<file path="config.mk">
export PLATFORM = sky130hd
export DESIGN_NAME = phy_datapath
export DESIGN_NICKNAME = d
export VERILOG_FILES = /design/src/logic/phy_pkg.sv /design/src/logic/phy_datapath.sv
export VERILOG_INCLUDE_DIRS = /design/src /design/src/logic
export SDC_FILE = /design/constraint.sdc
export NUM_CORES = 1
export LEC_CHECK = 0
export BUFFER_PORTS_ARGS = -buffer_cell sky130_fd_sc_hd__buf_2
export CAP_MARGIN = 20
export CORE_ASPECT_RATIO = 2
export CORE_MARGIN = 8
export CORE_UTILIZATION = 55
export DETAILED_ROUTE_END_ITERATION = 8
export PLACE_DENSITY = 0.71
export REMOVE_ABC_BUFFERS = 1
export SLEW_MARGIN = 20
export SYNTH_ARGS = -nofsm -noshare
export SYNTH_HDL_FRONTEND = slang
export SYNTH_SLANG_ARGS = --single-unit
export TNS_END_PERCENT = 10
</file>
<file path="constraint.sdc">
create_clock -name sys_clk -period 5.2 [get_ports sys_clk]
set_clock_uncertainty 0.1 [all_clocks]
set_input_delay 0.52 -clock sys_clk [delete_from_list [all_inputs] [get_ports sys_clk]]
set_output_delay 0.52 -clock sys_clk [all_outputs]
set_load 0.01 [all_outputs]
</file>
<file path="src/logic/phy_cfg.svh">
// timing constants of the 10/100 datapath timing block
`ifndef PHY_CFG_SVH
`define PHY_CFG_SVH

// ----------------------------------------------------------------
// clock and bit times
// ----------------------------------------------------------------
`define PHY_CLK_NS 8
`define PHY_BIT_NS_FAST 10
`define PHY_BIT_NS_SLOW 100

// ----------------------------------------------------------------
// latencies in half bit times
// ----------------------------------------------------------------
`define PHY_TX_FAST_HB 12
`define PHY_TX_SLOW_HB 7
`define PHY_TX_RMII_HB 34
`define PHY_CRS_ON_FAST_HB 40
`define PHY_CRS_OFF_FAST_HB 48
`define PHY_CRS_OFF_SLOW_HB 2
`define PHY_DV_FAST_HB 48
`define PHY_DV_SLOW_HB 20
`define PHY_SFD_SLOW_HB 16

// ----------------------------------------------------------------
// times in ns, and the link pulse width in clock cycles
// ----------------------------------------------------------------
`define PHY_CRS_ON_SLOW_NS 630
`define PHY_EOP_NS 300
`define PHY_CK_FAST_NS 20
`define PHY_CK_MII10_NS 200
`define PHY_STX_HI_NS 25
`define PHY_STX_LO_NS 75
`define PHY_SRX_NS 50
`define PHY_LP_NS 100
`define PHY_LP_CYC ((`PHY_LP_NS + `PHY_CLK_NS - 1) / `PHY_CLK_NS)

// ----------------------------------------------------------------
// link pulses and signal detect
// ----------------------------------------------------------------
`define PHY_LP_PERIOD_MS 16
`define PHY_LP_PERIOD_CYC (`PHY_LP_PERIOD_MS * 1000000 / `PHY_CLK_NS)
`define PHY_FLP_SLOT_US 125
`define PHY_FLP_SLOT_CYC (`PHY_FLP_SLOT_US * 1000 / `PHY_CLK_NS)
`define PHY_FLP_DATA_US 62
`define PHY_FLP_DATA_CYC (`PHY_FLP_DATA_US * 1000 / `PHY_CLK_NS)
`define PHY_FLP_BURST_MS 2
`define PHY_FLP_SLOTS (`PHY_FLP_BURST_MS * 1000 / `PHY_FLP_SLOT_US)
`define PHY_DET_ON_MS 1
`define PHY_DET_ON_CYC (`PHY_DET_ON_MS * 1000000 / `PHY_CLK_NS)
`define PHY_DET_OFF_US 350
`define PHY_DET_OFF_CYC (`PHY_DET_OFF_US * 1000 / `PHY_CLK_NS)

`endif

</file>
<file path="src/logic/phy_pkg.sv">
// types of the 10/100 datapath timing block
package phy_pkg;

  typedef enum logic [3:0] {
    PHY_M_MII100 = 4'h1,
    PHY_M_MII10 = 4'h2,
    PHY_M_SER10 = 4'h4,
    PHY_M_RMII = 4'h8
  } phy_mode_t;

  typedef enum logic [4:0] {
    PHY_TX_IDLE = 5'h01,
    PHY_TX_LEAD = 5'h02,
    PHY_TX_DATA = 5'h04,
    PHY_TX_TAIL = 5'h08,
    PHY_TX_EOP = 5'h10
  } phy_tx_st_t;

  typedef struct packed {
    logic en;
    logic [3:0] d;
  } phy_mac_tx_t;

  typedef struct packed {
    logic clk;
    logic crs;
    logic dv;
    logic er;
    logic [3:0] d;
  } phy_mac_rx_t;

  typedef struct packed {
    logic active;
    logic sym_start;
    logic sym_end;
    logic eop_high;
    logic link_pulse;
    logic [3:0] d;
  } phy_line_tx_t;

  typedef struct packed {
    phy_mac_tx_t mtx_s1;
    phy_mac_tx_t mtx_s2;
    logic [2:0] ref_sy;
    logic [2:0] car_sy;
    logic [2:0] sfd_sy;
    logic [1:0] nrg_sy;
    logic txck;
    logic [7:0] txel;
    logic [7:0] rxel;
    logic samp;
    phy_tx_st_t st;
    logic [11:0] tdly;
    phy_line_tx_t ltx;
    logic [11:0] crs_dly;
    logic [11:0] dv_dly;
    logic [11:0] sfd_dly;
    logic dv_i;
    logic data_open;
    phy_mac_rx_t mrx;
    logic [20:0] per_cnt;
    logic [20:0] slot_cnt;
    logic [3:0] slot_idx;
    logic burst;
    logic [3:0] pw_cnt;
    logic [20:0] det_cnt;
    logic det;
  } phy_state_t;

endpackage : phy_pkg

</file>
<file path="src/logic/phy_datapath.sv">
// datapath timing of a 10/100 ethernet phy seen from the mac side
`timescale 1ns/1ns
`include "phy_cfg.svh"

module phy_datapath #(
  parameter int LP_PERIOD_CYC = `PHY_LP_PERIOD_CYC,
  parameter int FLP_SLOT_CYC = `PHY_FLP_SLOT_CYC,
  parameter int FLP_DATA_CYC = `PHY_FLP_DATA_CYC,
  parameter int DET_ON_CYC = `PHY_DET_ON_CYC,
  parameter int DET_OFF_CYC = `PHY_DET_OFF_CYC
) (
  input wire logic sys_clk,
  input wire logic rst,
  input wire phy_pkg::phy_mode_t mode,
  input wire logic autoneg_en,
  input wire logic [15:0] flp_word,
  input wire phy_pkg::phy_mac_tx_t mac_tx,
  input wire logic rmii_reference_clock_in,
  output logic mac_tx_clk,
  output phy_pkg::phy_mac_rx_t mac_rx,
  input wire logic line_rx_carrier,
  input wire logic line_rx_sfd,
  input wire logic [3:0] line_rx_data,
  input wire logic line_rx_err,
  input wire logic line_energy,
  output phy_pkg::phy_line_tx_t line_tx,
  output logic signal_detect_internal
);

  // ----------------------------------------------------------------
  // helpers
  // ----------------------------------------------------------------
  localparam phy_pkg::phy_state_t RST_STATE =
    '{st: phy_pkg::PHY_TX_IDLE, default: '0};

  function automatic logic [8:0] clk_step(input logic ck,
    input logic [7:0] el, input logic [7:0] hi, input logic [7:0] lo);
    logic [7:0] tgt;
    logic [7:0] e;
    logic [7:0] rem;
    tgt = ck ? hi : lo;
    e = el + 8'(`PHY_CLK_NS);
    rem = e - tgt;
    if (e >= tgt)
    begin
      // a leftover from a longer old phase is dropped, so no shortening
      clk_step = {~ck, (rem < 8'(`PHY_CLK_NS)) ? rem : 8'h00};
    end
    else
    begin
      clk_step = {ck, e};
    end
  endfunction : clk_step

  function automatic logic [11:0] h2ns(input logic [7:0] hb,
    input logic [7:0] bns);
    logic [15:0] p;
    p = 16'(hb) * 16'(bns);
    h2ns = p[12:1];
  endfunction : h2ns

  function automatic logic [11:0] dly_step(input logic [11:0] c);
    dly_step = (c > 12'(`PHY_CLK_NS)) ? c - 12'(`PHY_CLK_NS) : 12'h000;
  endfunction : dly_step

  function automatic logic dly_fire(input logic [11:0] c);
    dly_fire = (c != 12'h000) && (c <= 12'(`PHY_CLK_NS));
  endfunction : dly_fire

  // ----------------------------------------------------------------
  // mode decode
  // ----------------------------------------------------------------
  phy_pkg::phy_state_t q;
  phy_pkg::phy_state_t n;
  logic slow;
  logic rmii;
  logic mii10;
  logic ser;
  logic [7:0] bit_ns;

  assign mii10 = (mode == phy_pkg::PHY_M_MII10);
  assign ser = (mode == phy_pkg::PHY_M_SER10);
  assign rmii = (mode == phy_pkg::PHY_M_RMII);
  assign slow = mii10 | ser;
  assign bit_ns = slow ? 8'(`PHY_BIT_NS_SLOW) : 8'(`PHY_BIT_NS_FAST);

  // ----------------------------------------------------------------
  // next state
  // ----------------------------------------------------------------
  always_comb
  begin
    logic ref_rise;
    logic tx_rise;
    logic tx_fall;
    logic rx_fall;
    logic samp;
    logic upd;
    logic car_rise;
    logic car_fall;
    logic sfd_rise;
    logic trig;
    logic [7:0] thi;
    logic [7:0] tlo;
    logic [7:0] rph;
    logic [7:0] tx_hb;
    ref_rise = 1'b0;
    tx_rise = 1'b0;
    tx_fall = 1'b0;
    rx_fall = 1'b0;
    samp = 1'b0;
    upd = 1'b0;
    car_rise = 1'b0;
    car_fall = 1'b0;
    sfd_rise = 1'b0;
    trig = 1'b0;
    thi = 8'(`PHY_CK_FAST_NS);
    tlo = 8'(`PHY_CK_FAST_NS);
    rph = 8'(`PHY_CK_FAST_NS);
    tx_hb = 8'(`PHY_TX_FAST_HB);
    n = q;

    // pin synchronisers
    n.mtx_s1 = mac_tx;
    n.mtx_s2 = q.mtx_s1;
    n.ref_sy = {q.ref_sy[1:0], rmii_reference_clock_in};
    n.car_sy = {q.car_sy[1:0], line_rx_carrier};
    n.sfd_sy = {q.sfd_sy[1:0], line_rx_sfd};
    n.nrg_sy = {q.nrg_sy[0], line_energy};
    ref_rise = q.ref_sy[1] & ~q.ref_sy[2];
    car_rise = q.car_sy[1] & ~q.car_sy[2];
    car_fall = ~q.car_sy[1] & q.car_sy[2];
    sfd_rise = q.sfd_sy[1] & ~q.sfd_sy[2];

    // interface clocks
    if (mii10)
    begin
      thi = 8'(`PHY_CK_MII10_NS);
      tlo = 8'(`PHY_CK_MII10_NS);
      rph = 8'(`PHY_CK_MII10_NS);
      tx_hb = 8'(`PHY_TX_SLOW_HB);
    end
    else if (ser)
    begin
      thi = 8'(`PHY_STX_HI_NS);
      tlo = 8'(`PHY_STX_LO_NS);
      rph = 8'(`PHY_SRX_NS);
      tx_hb = 8'(`PHY_TX_SLOW_HB);
    end
    else if (rmii)
    begin
      tx_hb = 8'(`PHY_TX_RMII_HB);
    end
    {n.txck, n.txel} = clk_step(q.txck, q.txel, thi, tlo);
    {n.mrx.clk, n.rxel} = clk_step(q.mrx.clk, q.rxel, rph, rph);
    tx_rise = n.txck & ~q.txck;
    tx_fall = ~n.txck & q.txck;
    rx_fall = ~n.mrx.clk & q.mrx.clk;

    // transmit sampling edge; the mac drives on the tx clock rising edge, in rmii on the reference falling edge
    if (rmii)
      samp = ref_rise;
    else if (mii10)
      samp = tx_fall;
    else
      samp = tx_rise;
    n.samp = samp;
    if (samp)
    begin
      if (rmii)
        n.ltx.d = {2'h0, q.mtx_s2.d[1:0]};
      else if (ser)
        n.ltx.d = {3'h0, q.mtx_s2.d[0]};
      else
        n.ltx.d = q.mtx_s2.d;
    end

    // transmit frame sequence
    n.ltx.sym_start = 1'b0;
    n.ltx.sym_end = 1'b0;
    n.tdly = dly_step(q.tdly);
    unique case (q.st)
      phy_pkg::PHY_TX_IDLE:
      begin
        if (samp && q.mtx_s2.en)
        begin
          n.st = phy_pkg::PHY_TX_LEAD;
          n.tdly = h2ns(tx_hb, bit_ns);
        end
      end
      phy_pkg::PHY_TX_LEAD:
      begin
        if (dly_fire(q.tdly))
        begin
          n.st = phy_pkg::PHY_TX_DATA;
          n.ltx.active = 1'b1;
          n.ltx.sym_start = 1'b1;
        end
      end
      phy_pkg::PHY_TX_DATA:
      begin
        if (samp && !q.mtx_s2.en)
        begin
          n.st = phy_pkg::PHY_TX_TAIL;
          n.tdly = h2ns(tx_hb, bit_ns);
        end
      end
      phy_pkg::PHY_TX_TAIL:
      begin
        if (dly_fire(q.tdly))
        begin
          n.ltx.sym_end = 1'b1;
          n.ltx.active = 1'b0;
          if (slow)
          begin
            n.st = phy_pkg::PHY_TX_EOP;
            n.ltx.eop_high = 1'b1;
            n.tdly = 12'(`PHY_EOP_NS);
          end
          else
          begin
            n.st = phy_pkg::PHY_TX_IDLE;
          end
        end
      end
      phy_pkg::PHY_TX_EOP:
      begin
        if (dly_fire(q.tdly))
        begin
          n.ltx.eop_high = 1'b0;
          n.st = phy_pkg::PHY_TX_IDLE;
        end
      end
      default:
      begin
        n.st = phy_pkg::PHY_TX_IDLE;
      end
    endcase

    // receive carrier, valid and data timing
    n.crs_dly = dly_step(q.crs_dly);
    n.dv_dly = dly_step(q.dv_dly);
    n.sfd_dly = dly_step(q.sfd_dly);
    if (dly_fire(q.crs_dly))
    begin
      n.mrx.crs = q.car_sy[2];
      if (!q.car_sy[2])
      begin
        n.dv_i = 1'b0;
        n.data_open = 1'b0;
      end
    end
    if (dly_fire(q.dv_dly))
    begin
      n.dv_i = 1'b1;
      if (!slow)
        n.data_open = 1'b1;
    end
    if (dly_fire(q.sfd_dly))
      n.data_open = 1'b1;
    if (car_rise)
    begin
      n.crs_dly = slow ? 12'(`PHY_CRS_ON_SLOW_NS) :
        h2ns(8'(`PHY_CRS_ON_FAST_HB), bit_ns);
      n.dv_dly = h2ns(slow ? 8'(`PHY_DV_SLOW_HB) :
        8'(`PHY_DV_FAST_HB), bit_ns);
    end
    if (car_fall)
    begin
      n.crs_dly = h2ns(slow ? 8'(`PHY_CRS_OFF_SLOW_HB) :
        8'(`PHY_CRS_OFF_FAST_HB), bit_ns);
      n.dv_dly = 12'h000;
      n.sfd_dly = 12'h000;
    end
    if (sfd_rise && slow)
      n.sfd_dly = h2ns(8'(`PHY_SFD_SLOW_HB), bit_ns);

    // rx valid, error and data change on the falling edge, stable about the rising; in rmii they change on the reference rising edge
    upd = rmii ? ref_rise : rx_fall;
    if (upd)
    begin
      n.mrx.dv = q.dv_i;
      n.mrx.er = q.dv_i & line_rx_err;
      n.mrx.d = q.data_open ? line_rx_data : 4'h5;
    end

    // link pulses; each nlp and each flp burst is started only while the transmitter is idle
    n.per_cnt = (q.per_cnt == 21'(LP_PERIOD_CYC - 1)) ? 21'h000000 :
      q.per_cnt + 21'h000001;
    if (q.burst)
    begin
      if (q.slot_cnt == 21'h000000)
        trig = 1'b1;
      if (q.slot_cnt == 21'(FLP_DATA_CYC) && flp_word[q.slot_idx])
        trig = 1'b1;
      n.slot_cnt = q.slot_cnt + 21'h000001;
      if (q.slot_cnt == 21'(FLP_SLOT_CYC - 1))
      begin
        n.slot_cnt = 21'h000000;
        n.slot_idx = q.slot_idx + 4'h1;
        if (q.slot_idx == 4'(`PHY_FLP_SLOTS - 1))
          n.burst = 1'b0;
      end
    end
    if (q.per_cnt == 21'h000000 && q.st == phy_pkg::PHY_TX_IDLE)
    begin
      if (autoneg_en)
      begin
        n.burst = 1'b1;
        n.slot_cnt = 21'h000000;
        n.slot_idx = 4'h0;
      end
      else
      begin
        trig = 1'b1;
      end
    end
    if (trig)
      n.pw_cnt = 4'(`PHY_LP_CYC);
    else if (q.pw_cnt != 4'h0)
      n.pw_cnt = q.pw_cnt - 4'h1;
    n.ltx.link_pulse = (n.pw_cnt != 4'h0);

    // signal detect with separate on and off filters
    if (q.nrg_sy[1] == q.det)
    begin
      n.det_cnt = 21'h000000;
    end
    else
    begin
      n.det_cnt = q.det_cnt + 21'h000001;
      if (q.det_cnt == (q.det ? 21'(DET_OFF_CYC - 1) : 21'(DET_ON_CYC - 1)))
      begin
        n.det = ~q.det;
        n.det_cnt = 21'h000000;
      end
    end
  end

  // ----------------------------------------------------------------
  // state register and outputs
  // ----------------------------------------------------------------
  always_ff @(posedge sys_clk)
  begin
    if (rst)
      q <= RST_STATE;
    else
      q <= n;
  end

  assign mac_tx_clk = q.txck;
  assign mac_rx = q.mrx;
  assign line_tx = q.ltx;
  assign signal_detect_internal = q.det;
endmodule : phy_datapath

</file>
Yosys cells after proc, flatten, opt, wreduce, memory -nomap -nowiden --
Index checks and enable logic that the tools add are counted.
Storage, ports and cells: bits of input ports 37, word-level logic and storage cells 208, register bits after elaboration 183, output and inout bits 19
Cells by class: multiply operators 4, magnitude comparators 13, bitwise operators 22, muxes and demuxes 66, equality and inequality tests 21, reductions and logical operators 32, add/subtract/negate cells 13
Operators by type and width (number):
- two-way mux 26 bit | 4
- two-way mux 12 bit | 6
- adder 21 x 1 -> 21 bit, second input constant | 3
- two-way mux 17 bit | 3
- > comparator 12 x 4 -> 1 bit, second input constant | 4
- <= comparator 12 x 4 -> 1 bit, second input constant | 4
- two-way mux 8 bit | 6
- nonzero test 12 bit | 4
- subtractor 12 x 4 -> 12 bit, second input constant | 4
- logical NOT 21 bit | 2
- two-way mux 36 bit | 1
- two-way mux 6 bit | 6
- one-hot mux 12 bit (3 select lines) | 1
- multiplier 6 x 7 -> 13 bit | 2
- one-hot mux 5 bit (5 select lines) | 1
- two-way mux 24 bit | 1
- two-way mux 4 bit | 6
- equality test 21 x 13 -> 1 bit, second input constant | 1
- equality test 21 x 14 -> 1 bit, second input constant | 1
- equality test 21 x 17 -> 1 bit | 1
- equality test 21 bit, second input constant | 1
- two-way mux 18 bit | 1
- two-way mux 9 bit | 2
- adder 8 x 4 -> 8 bit, second input constant | 2
- other kinds (40) | 104

Depth between registers and ports, before layout --
Gate-level depths: netlist (run 1).
word-level depth 15, mapped depth 19, gate-level depth less buffers 18

Worst setup path before layout (run 1) --
OpenSTA, ideal clock, no wires.
path kind input -> register, from input port mode[2], to register q[131] (netlist bit), buffers on the path 2, cell stages on the path 17, setup slack 1.032 ns, required time 5.012 ns, setup time 0.088 ns, arrival time 3.980 ns, cell sequence xnor2_1 or3_1 clkbuf_1 inv_1 clkbuf_1 ha_1 a21oi_1 o21ai_0 a21oi_1 nor2_1 ha_1 and2_1 o21ai_0 and3_1 nor3_2 or3_1 o32ai_2
On the way: word-level cells in the longest chain between the ends 13, elaborated cells on any way between the ends 28, classes of those cells mul (1); order compare (1); eq/ne (3); mux (17); bitwise (4); reduce/logical (2)
Ends and longest elaborated chain:
- start, declared | line phy_datapath.sv:14 | input wire phy_pkg::phy_mode_t mode,
- branches (longest 12 deep; another with multiplier 8 x 7 -> 13 bit)
- one-hot mux 12 bit (3 select lines) * | line phy_datapath.sv:181 | unique case (q.st)
- end signal, assigned | line phy_datapath.sv:347 | q <= n;
- end, declared | line phy_datapath.sv:73 | phy_pkg::phy_state_t q;
Every way passes the cells marked *. The select of a mux whose other input is x is not followed. A chain may end at the register's enable or synchronous reset.

Worst setup path in the final report (run 1) --
from input port mode[2], to register q[130] (netlist bit)
Same word-level chain as after synthesis.

==> flow_summary.yaml, run 1 <==
placement:
  place_inst: 1260
  place_congestion: 0.872
  hpwlAfterDp_um: 14600
  placed_cell_area_um2: 9400
  portBuffers: 55
floorplanning:
  core_area_um2: 16200
  fp.dieH_um: 198
  dieArea_um2: 21100
  io_pins: 56
  start_util_pct: 56.1
  row_count: 66
  die_w_um: 107
status:
  status: "completed"
clock_tree:
  clock_latency_ns: 0.43
  hold_buffers: 0
  cts_resized: 0
  cts_tree: "done"
  cts_buffers: 17
  cts_root_buffer: "clkbuf_16"
  clock_sinks: 175
  cts.clk_slew.worst_paths_ns: 0.07
  cts_buffer_depth: 2
  htreeDepth: 4
  postCtsSetupRepairBufs: 0
sta:
  min_period_ns: 4.17
  rsz0062_at_grt: "false"
  setup_viol: 0
  max_slew.worst_pin.slew_ns: 0.857
  clock.fmax_ghz: 0.240
  finalSetupTns_ns: 0
  slew_viol_final: 0
  slew_headroom_pct: 42.5
  finalHoldViolCount: 0
  period_share_pct: 80.2
routing:
  vias: 7274
  wl_um: 19400
  first_pass_iters: 4
  drt_iter0_markers: 176
  vias_per_cell: 5.63
  ant_nets: 0
  wl_per_cell_um: 15.0
  drc_errors: 0
critical_path:
  path_delay_family: "simple AND/OR/NAND/NOR gates"
  cp.arrival_ns: 4.37
  slowest_stage: "nor3_2"
  cp_cell_sequence: "buf_2 -> xnor2_1 -> or3_1 -> inv_1 -> buf_4 -> ha_1 -> a21oi_1 -> o21ai_0 -> a21oi_1 -> nor2_1 -> ha_1 -> nor4b_1 -> o21ai_0 -> and3_1 -> nor3_2 -> or3_1 -> o22ai_1"
  cp-start-kind: "input pin"
  slowest_delay_ns: 0.71
  crit_required_ns: 5.39
  cp_max_fo: 16
  crit_buf_inv: 3
  criticalPathCategory: "input pin to flop"
  r2r_cells: 15
  reg2reg_slack_ns: 1.36
  r2r-start: "mac_tx_clk$_SDFF_PP0_"
  r2r-end: "q[131]$_SDFF_PP0_"
  end_kind: "flop"
synthesis:
  synth_top_area_share_pct: 38.6
  synth-edff-count: 0
  ys_seq_area_share_pct: 38.6
  postSynthCellCount: 1041
  ys.flop_type: "dfxtp_1"
  synthArstFlopShare_pct: 0
  ys_types: 70
  netlist_top_cells_area: "dfxtp_1, ha_1, nor2_1"
  ys_ff_latch: 175
  synth_area_um2: 9080
  yosys_warnings: 0
  syn_area_per_cell_um2: 8.72
  synth_top_area_cell: "dfxtp_1"
hold_path:
  min_to: "n[177]$_SDFF_PP0_"
  worstHoldPathType: "input pin to flop"
  holdPathStages: 2
  hp-start: "mac_tx[3]"
grt:
  grt_pass1_vias: 7359
  grt_max_degree: 51
  overflow: 0
  grt_use_total_pct: 19.0
  grt_antenna_before_repair: 0
  grt_first_pass_wirelength_um: 32900
final_layout:
  nFillCells: 1513
  nNetsFinal: 1180
  postLayoutCellArea_um2: 9960
  diodes: 0
  finalNonFillerCells: 1292
  final_util_pct: 61.5
  area_delta_synth_final_pct: 9.62
  layout-drive-gt1-share_pct: 9.83
pwr:
  p_leak_nw: 4.04
  p_per_area_nw_per_um2: 460
  ir_worst_vdd_v: 0.000231
flow_run:
  drv_cap: 0
-- metrics by stage --
step / power (mW) / hold WS (ns) / worst slack, ns
3_5_place_dp: 3.38 / 0.325 / 0.603
4_1_cts: 4.61 / 0.173 / 1.06
2_1_floorplan: 2.97 / 0.314 / 0.863
3_3_place_gp: 3.36 / 0.317 / 0.743
5_1_grt: 4.90 / 0.184 / 0.718
6_report: 4.58 / 0.192 / 1.03
-- per-layer routing --
| metal | track usage, % | wire length, um | vias to the layer above |
|---|---|---|---|
| met5 | 0 | 0 | - |
| met4 | 11.1 | 760 | 0 |
| met3 | 3.48 | 613 | 55 |
| met2 | 36.3 | 10600 | 128 |
| met1 | 18.2 | 7400 | 3438 |
| li1 | - | - | 3653 |
-- power by group --
part           total, mW  internal (mW)  leakage (nW)  switching [mW]
Clock               1.22          0.630         0.255           0.586
Combinational       1.64          0.711          2.35           0.930
Sequential          1.73           1.54          1.43           0.187
Total               4.58           2.88          4.04            1.70
-- state kept, by name, summed over array words and instances (netlist names) --
signal / cells
q: 144
line_tx: 9
mac_tx_clk: 1
mac_rx: 8
n: 12
signal_detect_internal: 1
-- cell families after synthesis --
| logic type | count (synthesis) | share of synthesized area (%) |
|---|---|---|
| adders and majority gates | 68 | 9.86 |
| other | 1 | 0.0413 |
| AOI/OAI and AO/OA | 133 | 9.60 |
| and+or+nand+nor | 446 | 24.9 |
| xor gates and xnor gates | 107 | 10.3 |
| DFF | 175 | 38.6 |
| muxes | 8 | 1.57 |
| buffers and inverters | 103 | 5.18 |
-- cells in the mapped netlist (4+ instances only) --
cell type    n
a21o_1       7
a21oi_1     38
a31oi_1      7
and2_1       7
and3_1      11
and4_1       6
buf_2        6
buf_4       17
clkbuf_1    24
dfxtp_1    175
fa_1         6
ha_1        62
inv_1       52
mux4_2       5
nand2_1     77
nand3_1     52
nand3b_1     7
nand4_1     25
nor2_1     142
nor2b_1     28
nor3_1      28
nor3b_1      6
nor4_1      17
nor4b_1      6
o21ai_0     32
o22ai_1      8
o31ai_1      8
o41ai_1      4
or3_1       11
or4_1        6
xnor2_1     50
xor2_1      57
-- area by class of cell --
class                      count  area [um^2]  share of cell area, %
sequential                   175         3500                   35.2
clock inverter                14          128                   1.28
inverter                      53          204                   2.05
tap                          204          255                   2.56
multi-input combinational    769         5130                   51.5
timing repair buffer          59          305                   3.07
clock buffer                  18          429                   4.31
-- placed cells by master (no fill, tap or decap), types with 6 or more instances in the layout --
cell	instances
and4_1	6
nor3b_1	6
and2_1	7
clkbuf_16	17
nand3b_1	7
a21o_1	7
nand3_1	52
conb_1	7
xnor2_1	50
or3_1	11
o21ai_0	32
nor2b_1	28
ha_1	62
nand2_1	77
or4_1	6
nor4_1	17
xor2_1	57
and3_1	11
nor2_1	142
nor4b_1	6
fa_1	6
a31oi_1	7
o22ai_1	8
inv_1	52
buf_2	55
nor3_1	28
dfxtp_1	175
o31ai_1	8
a21oi_1	38
nand4_1	25
clkinvlp_4	6
-- how the worst max path moves through the flow --
stage / start / to / slack, ns / depth (start not counted)
floorplan: mode[2] / q[138]$_SDFF_PP0_ / 0.86 / 14
global placement: mode[1] / q[131]$_SDFF_PP0_ / 0.74 / 19
detailed placement: mode[2] / q[130]$_SDFF_PP0_ / 0.60 / 17
CTS: mode[2] / q[130]$_SDFF_PP0_ / 1.06 / 17
global route: mode[2] / q[130]$_SDFF_PP0_ / 0.72 / 17
finish: mode[2] / q[130]$_SDFF_PP0_ / 1.03 / 17
Note: power is estimated with default switching activity, not from simulation.
==> run 2, diff against run 1 <==
--- a/config.mk
+++ b/config.mk
@@ -12,7 +12,7 @@
 export CORE_MARGIN = 8
 export CORE_UTILIZATION = 55
 export DETAILED_ROUTE_END_ITERATION = 8
-export PLACE_DENSITY = 0.71
+export PLACE_DENSITY = 0.74
 export REMOVE_ABC_BUFFERS = 1
 export SLEW_MARGIN = 20
 export SYNTH_ARGS = -nofsm -noshare
==> constraint.sdc (replaced) <==
create_clock -name sys_clk -period 3.3 [get_ports sys_clk]
set_clock_uncertainty 0.1 [all_clocks]
set_input_delay 0.33 -clock sys_clk [delete_from_list [all_inputs] [get_ports sys_clk]]
set_output_delay 0.33 -clock sys_clk [all_outputs]
set_load 0.01 [all_outputs]
==> run 2 against run 1 <==
- first-iteration DRC count is 9.1% higher
- core utilization up 4.0 points
- combinational power up 80%
- cell area grew 6.4%
==> flow_summary.yaml, run 2 (synthesis gave the netlist of run 1 again) <==
sta:
  rsz0062_at_grt: "true"
  min_period_ns: 3.30
  max_slew.worst_pin.slew_ns: 0.767
  slew_viol_final: 0
  hold_ws_ns: 0.0211
  slew_headroom_pct: 48.5
  setup_viol: 0
  period_share_pct: 99.9
  worst_slack_ns: 0.00221
  clock.fmax_ghz: 0.303
  finalHoldViolCount: 0
placement:
  placed_cell_area_um2: 9790
  hpwlAfterDp_um: 15100
  portBuffers: 55
  place_inst: 1310
  place_ws_ns: -0.761
  place_congestion: 0.866
critical_path:
  slowest_stage: "or4b_4"
  r2r-end: "q[131]$_SDFF_PP0_"
  cp_cell_sequence: "buf_6 -> or4b_4 -> clkinv_4 -> buf_4 -> ha_4 -> ha_1 -> fa_1 -> ha_4 -> fa_2 -> a21o_1 -> a21oi_2 -> o41ai_2 -> o31ai_1 -> a21oi_1"
  path_delay_family: "adder cells"
  cp_common_cell: "ha_4"
  reg2reg_slack_ns: 0.18
  cp-start-kind: "input pin"
  r2r-start: "mac_tx_clk$_SDFF_PP0_"
  cp_max_fo: 4
  crit_required_ns: 3.50
  cp.arrival_ns: 3.49
  criticalPathCategory: "input pin to flop"
  r2r_cells: 15
  crit_buf_inv: 3
  slowest_delay_ns: 0.56
  end_kind: "flop"
final_layout:
  final_util_pct: 65.5
  final_common_cell: "dfxtp_1"
  largest_register_ffs: 144
  layout_common_cells: "dfxtp_1, nor2_1, nand2_1"
  layout-drive-gt1-share_pct: 16.3
  diodes: 0
  area_delta_synth_final_pct: 16.7
  nNetsFinal: 1238
  postLayoutCellArea_um2: 10600
  top_register: "q"
  finalNonFillerCells: 1350
clock_tree:
  cts_tree: "done"
  htreeDepth: 4
  cts_buffer_depth: 2
  cts.clk_slew.worst_paths_ns: 0.07
  clock_sinks: 175
  cts_buffers: 17
  cts_root_buffer: "clkbuf_16"
  clock_latency_ns: 0.42
floorplanning:
  fp.dieH_um: 198
  start_util_pct: 56.1
  dieArea_um2: 21100
  core_area_um2: 16200
  io_pins: 56
  die_w_um: 107
  row_count: 66
pwr:
  ir_worst_vdd_v: 0.000419
  p_per_area_nw_per_um2: 733
  p_leak_nw: 4.37
routing:
  drt_iter0_markers: 192
  first_pass_iters: 7
  wl_per_cell_um: 15.2
  ant_nets: 0
  vias: 7588
  drc_errors: 0
  wl_um: 20600
  vias_per_cell: 5.62
hold_path:
  holdPathStages: 2
  min_to: "n[178]$_SDFF_PP0_"
  worstHoldPathType: "input pin to flop"
  hp-start: "mac_tx[4]"
grt:
  grt_first_pass_wirelength_um: 34400
  grt_pass1_vias: 7901
  grt_antenna_before_repair: 0
  grt_max_degree: 60
  overflow: 0
  grt_use_total_pct: 19.9
status:
  status: "completed"
flow_run:
  drv_cap: 0
## run 2: metal layers
layer / global-route usage [%] / vias to the layer above / share of wire, %
met2: 38.5 / 167 / 55
li1: - / 3777 / -
met4: 12.0 / 0 / 4.2
met5: 0 / - / 0
met1: 18.3 / 3584 / 37
met3: 3.61 / 60 / 3.7
## run 2: how the worst max path moves through the flow
stage          startpoint                end  depth (start not counted)
4_1_cts           mode[0]  q[138]$_SDFF_PP0_                         14
5_1_grt           mode[2]  q[137]$_SDFF_PP0_                         17
6_report          mode[0]  q[138]$_SDFF_PP0_                         14
2_1_floorplan     mode[2]  q[138]$_SDFF_PP0_                         14
3_5_place_dp      mode[1]  q[138]$_SDFF_PP0_                         14
3_3_place_gp      mode[1]  q[138]$_SDFF_PP0_                         14
## run 2: cell type report
type / instances / area, um^2
clock buffer: 18 / 429
clock inverter: 14 / 179
inverter: 53 / 204
fill: 1422 / 5590
multi-input combinational: 769 / 5250
sequential: 175 / 3500
timing repair buffer: 117 / 774
tap: 204 / 255
## run 2: worst register-to-register path, cell delays in order (launching register included)
cell	delay, ns
dfxtp_1	0.32
inv_1	0.10
nand2_1	0.11
fa_2	0.37
a21o_1	0.17
a21oi_2	0.13
o21ai_2	0.08
a21oi_2	0.18
nor2_2	0.06
ha_1	0.18
nor4b_2	0.16
o21ai_2	0.16
and3_4	0.21
nor3_2	0.05
or3_4	0.42
o32ai_2	0.24
## run 2: repair_timing
| action | CTS | global route |
|---|---|---|
| endpoints found under the setup margin | 17 | 29 |
| pin swaps | 15 | 10 |
| resized for setup | 19 | 16 |
| buffers inserted | 3 | 3 |
| endpoints found under the hold margin | 2 | 0 |
| hold buffers | 2 | 0 |
## run 2: report_power, final
group	internal, mW	total (mW)	switching (mW)
Combinational	1.40	2.95	1.56
Sequential	2.43	2.71	0.286
Clock	1.20	2.10	0.899
Total	5.03	7.77	2.74
## run 2: through the flow
stage / setup TNS (ns) / power (mW)
2_1_floorplan: -5.61 / 4.68
3_3_place_gp: -11.74 / 5.48
3_5_place_dp: -14.03 / 5.55
4_1_cts: 0 / 7.72
5_1_grt: -0.396 / 8.27
6_report: 0 / 7.77
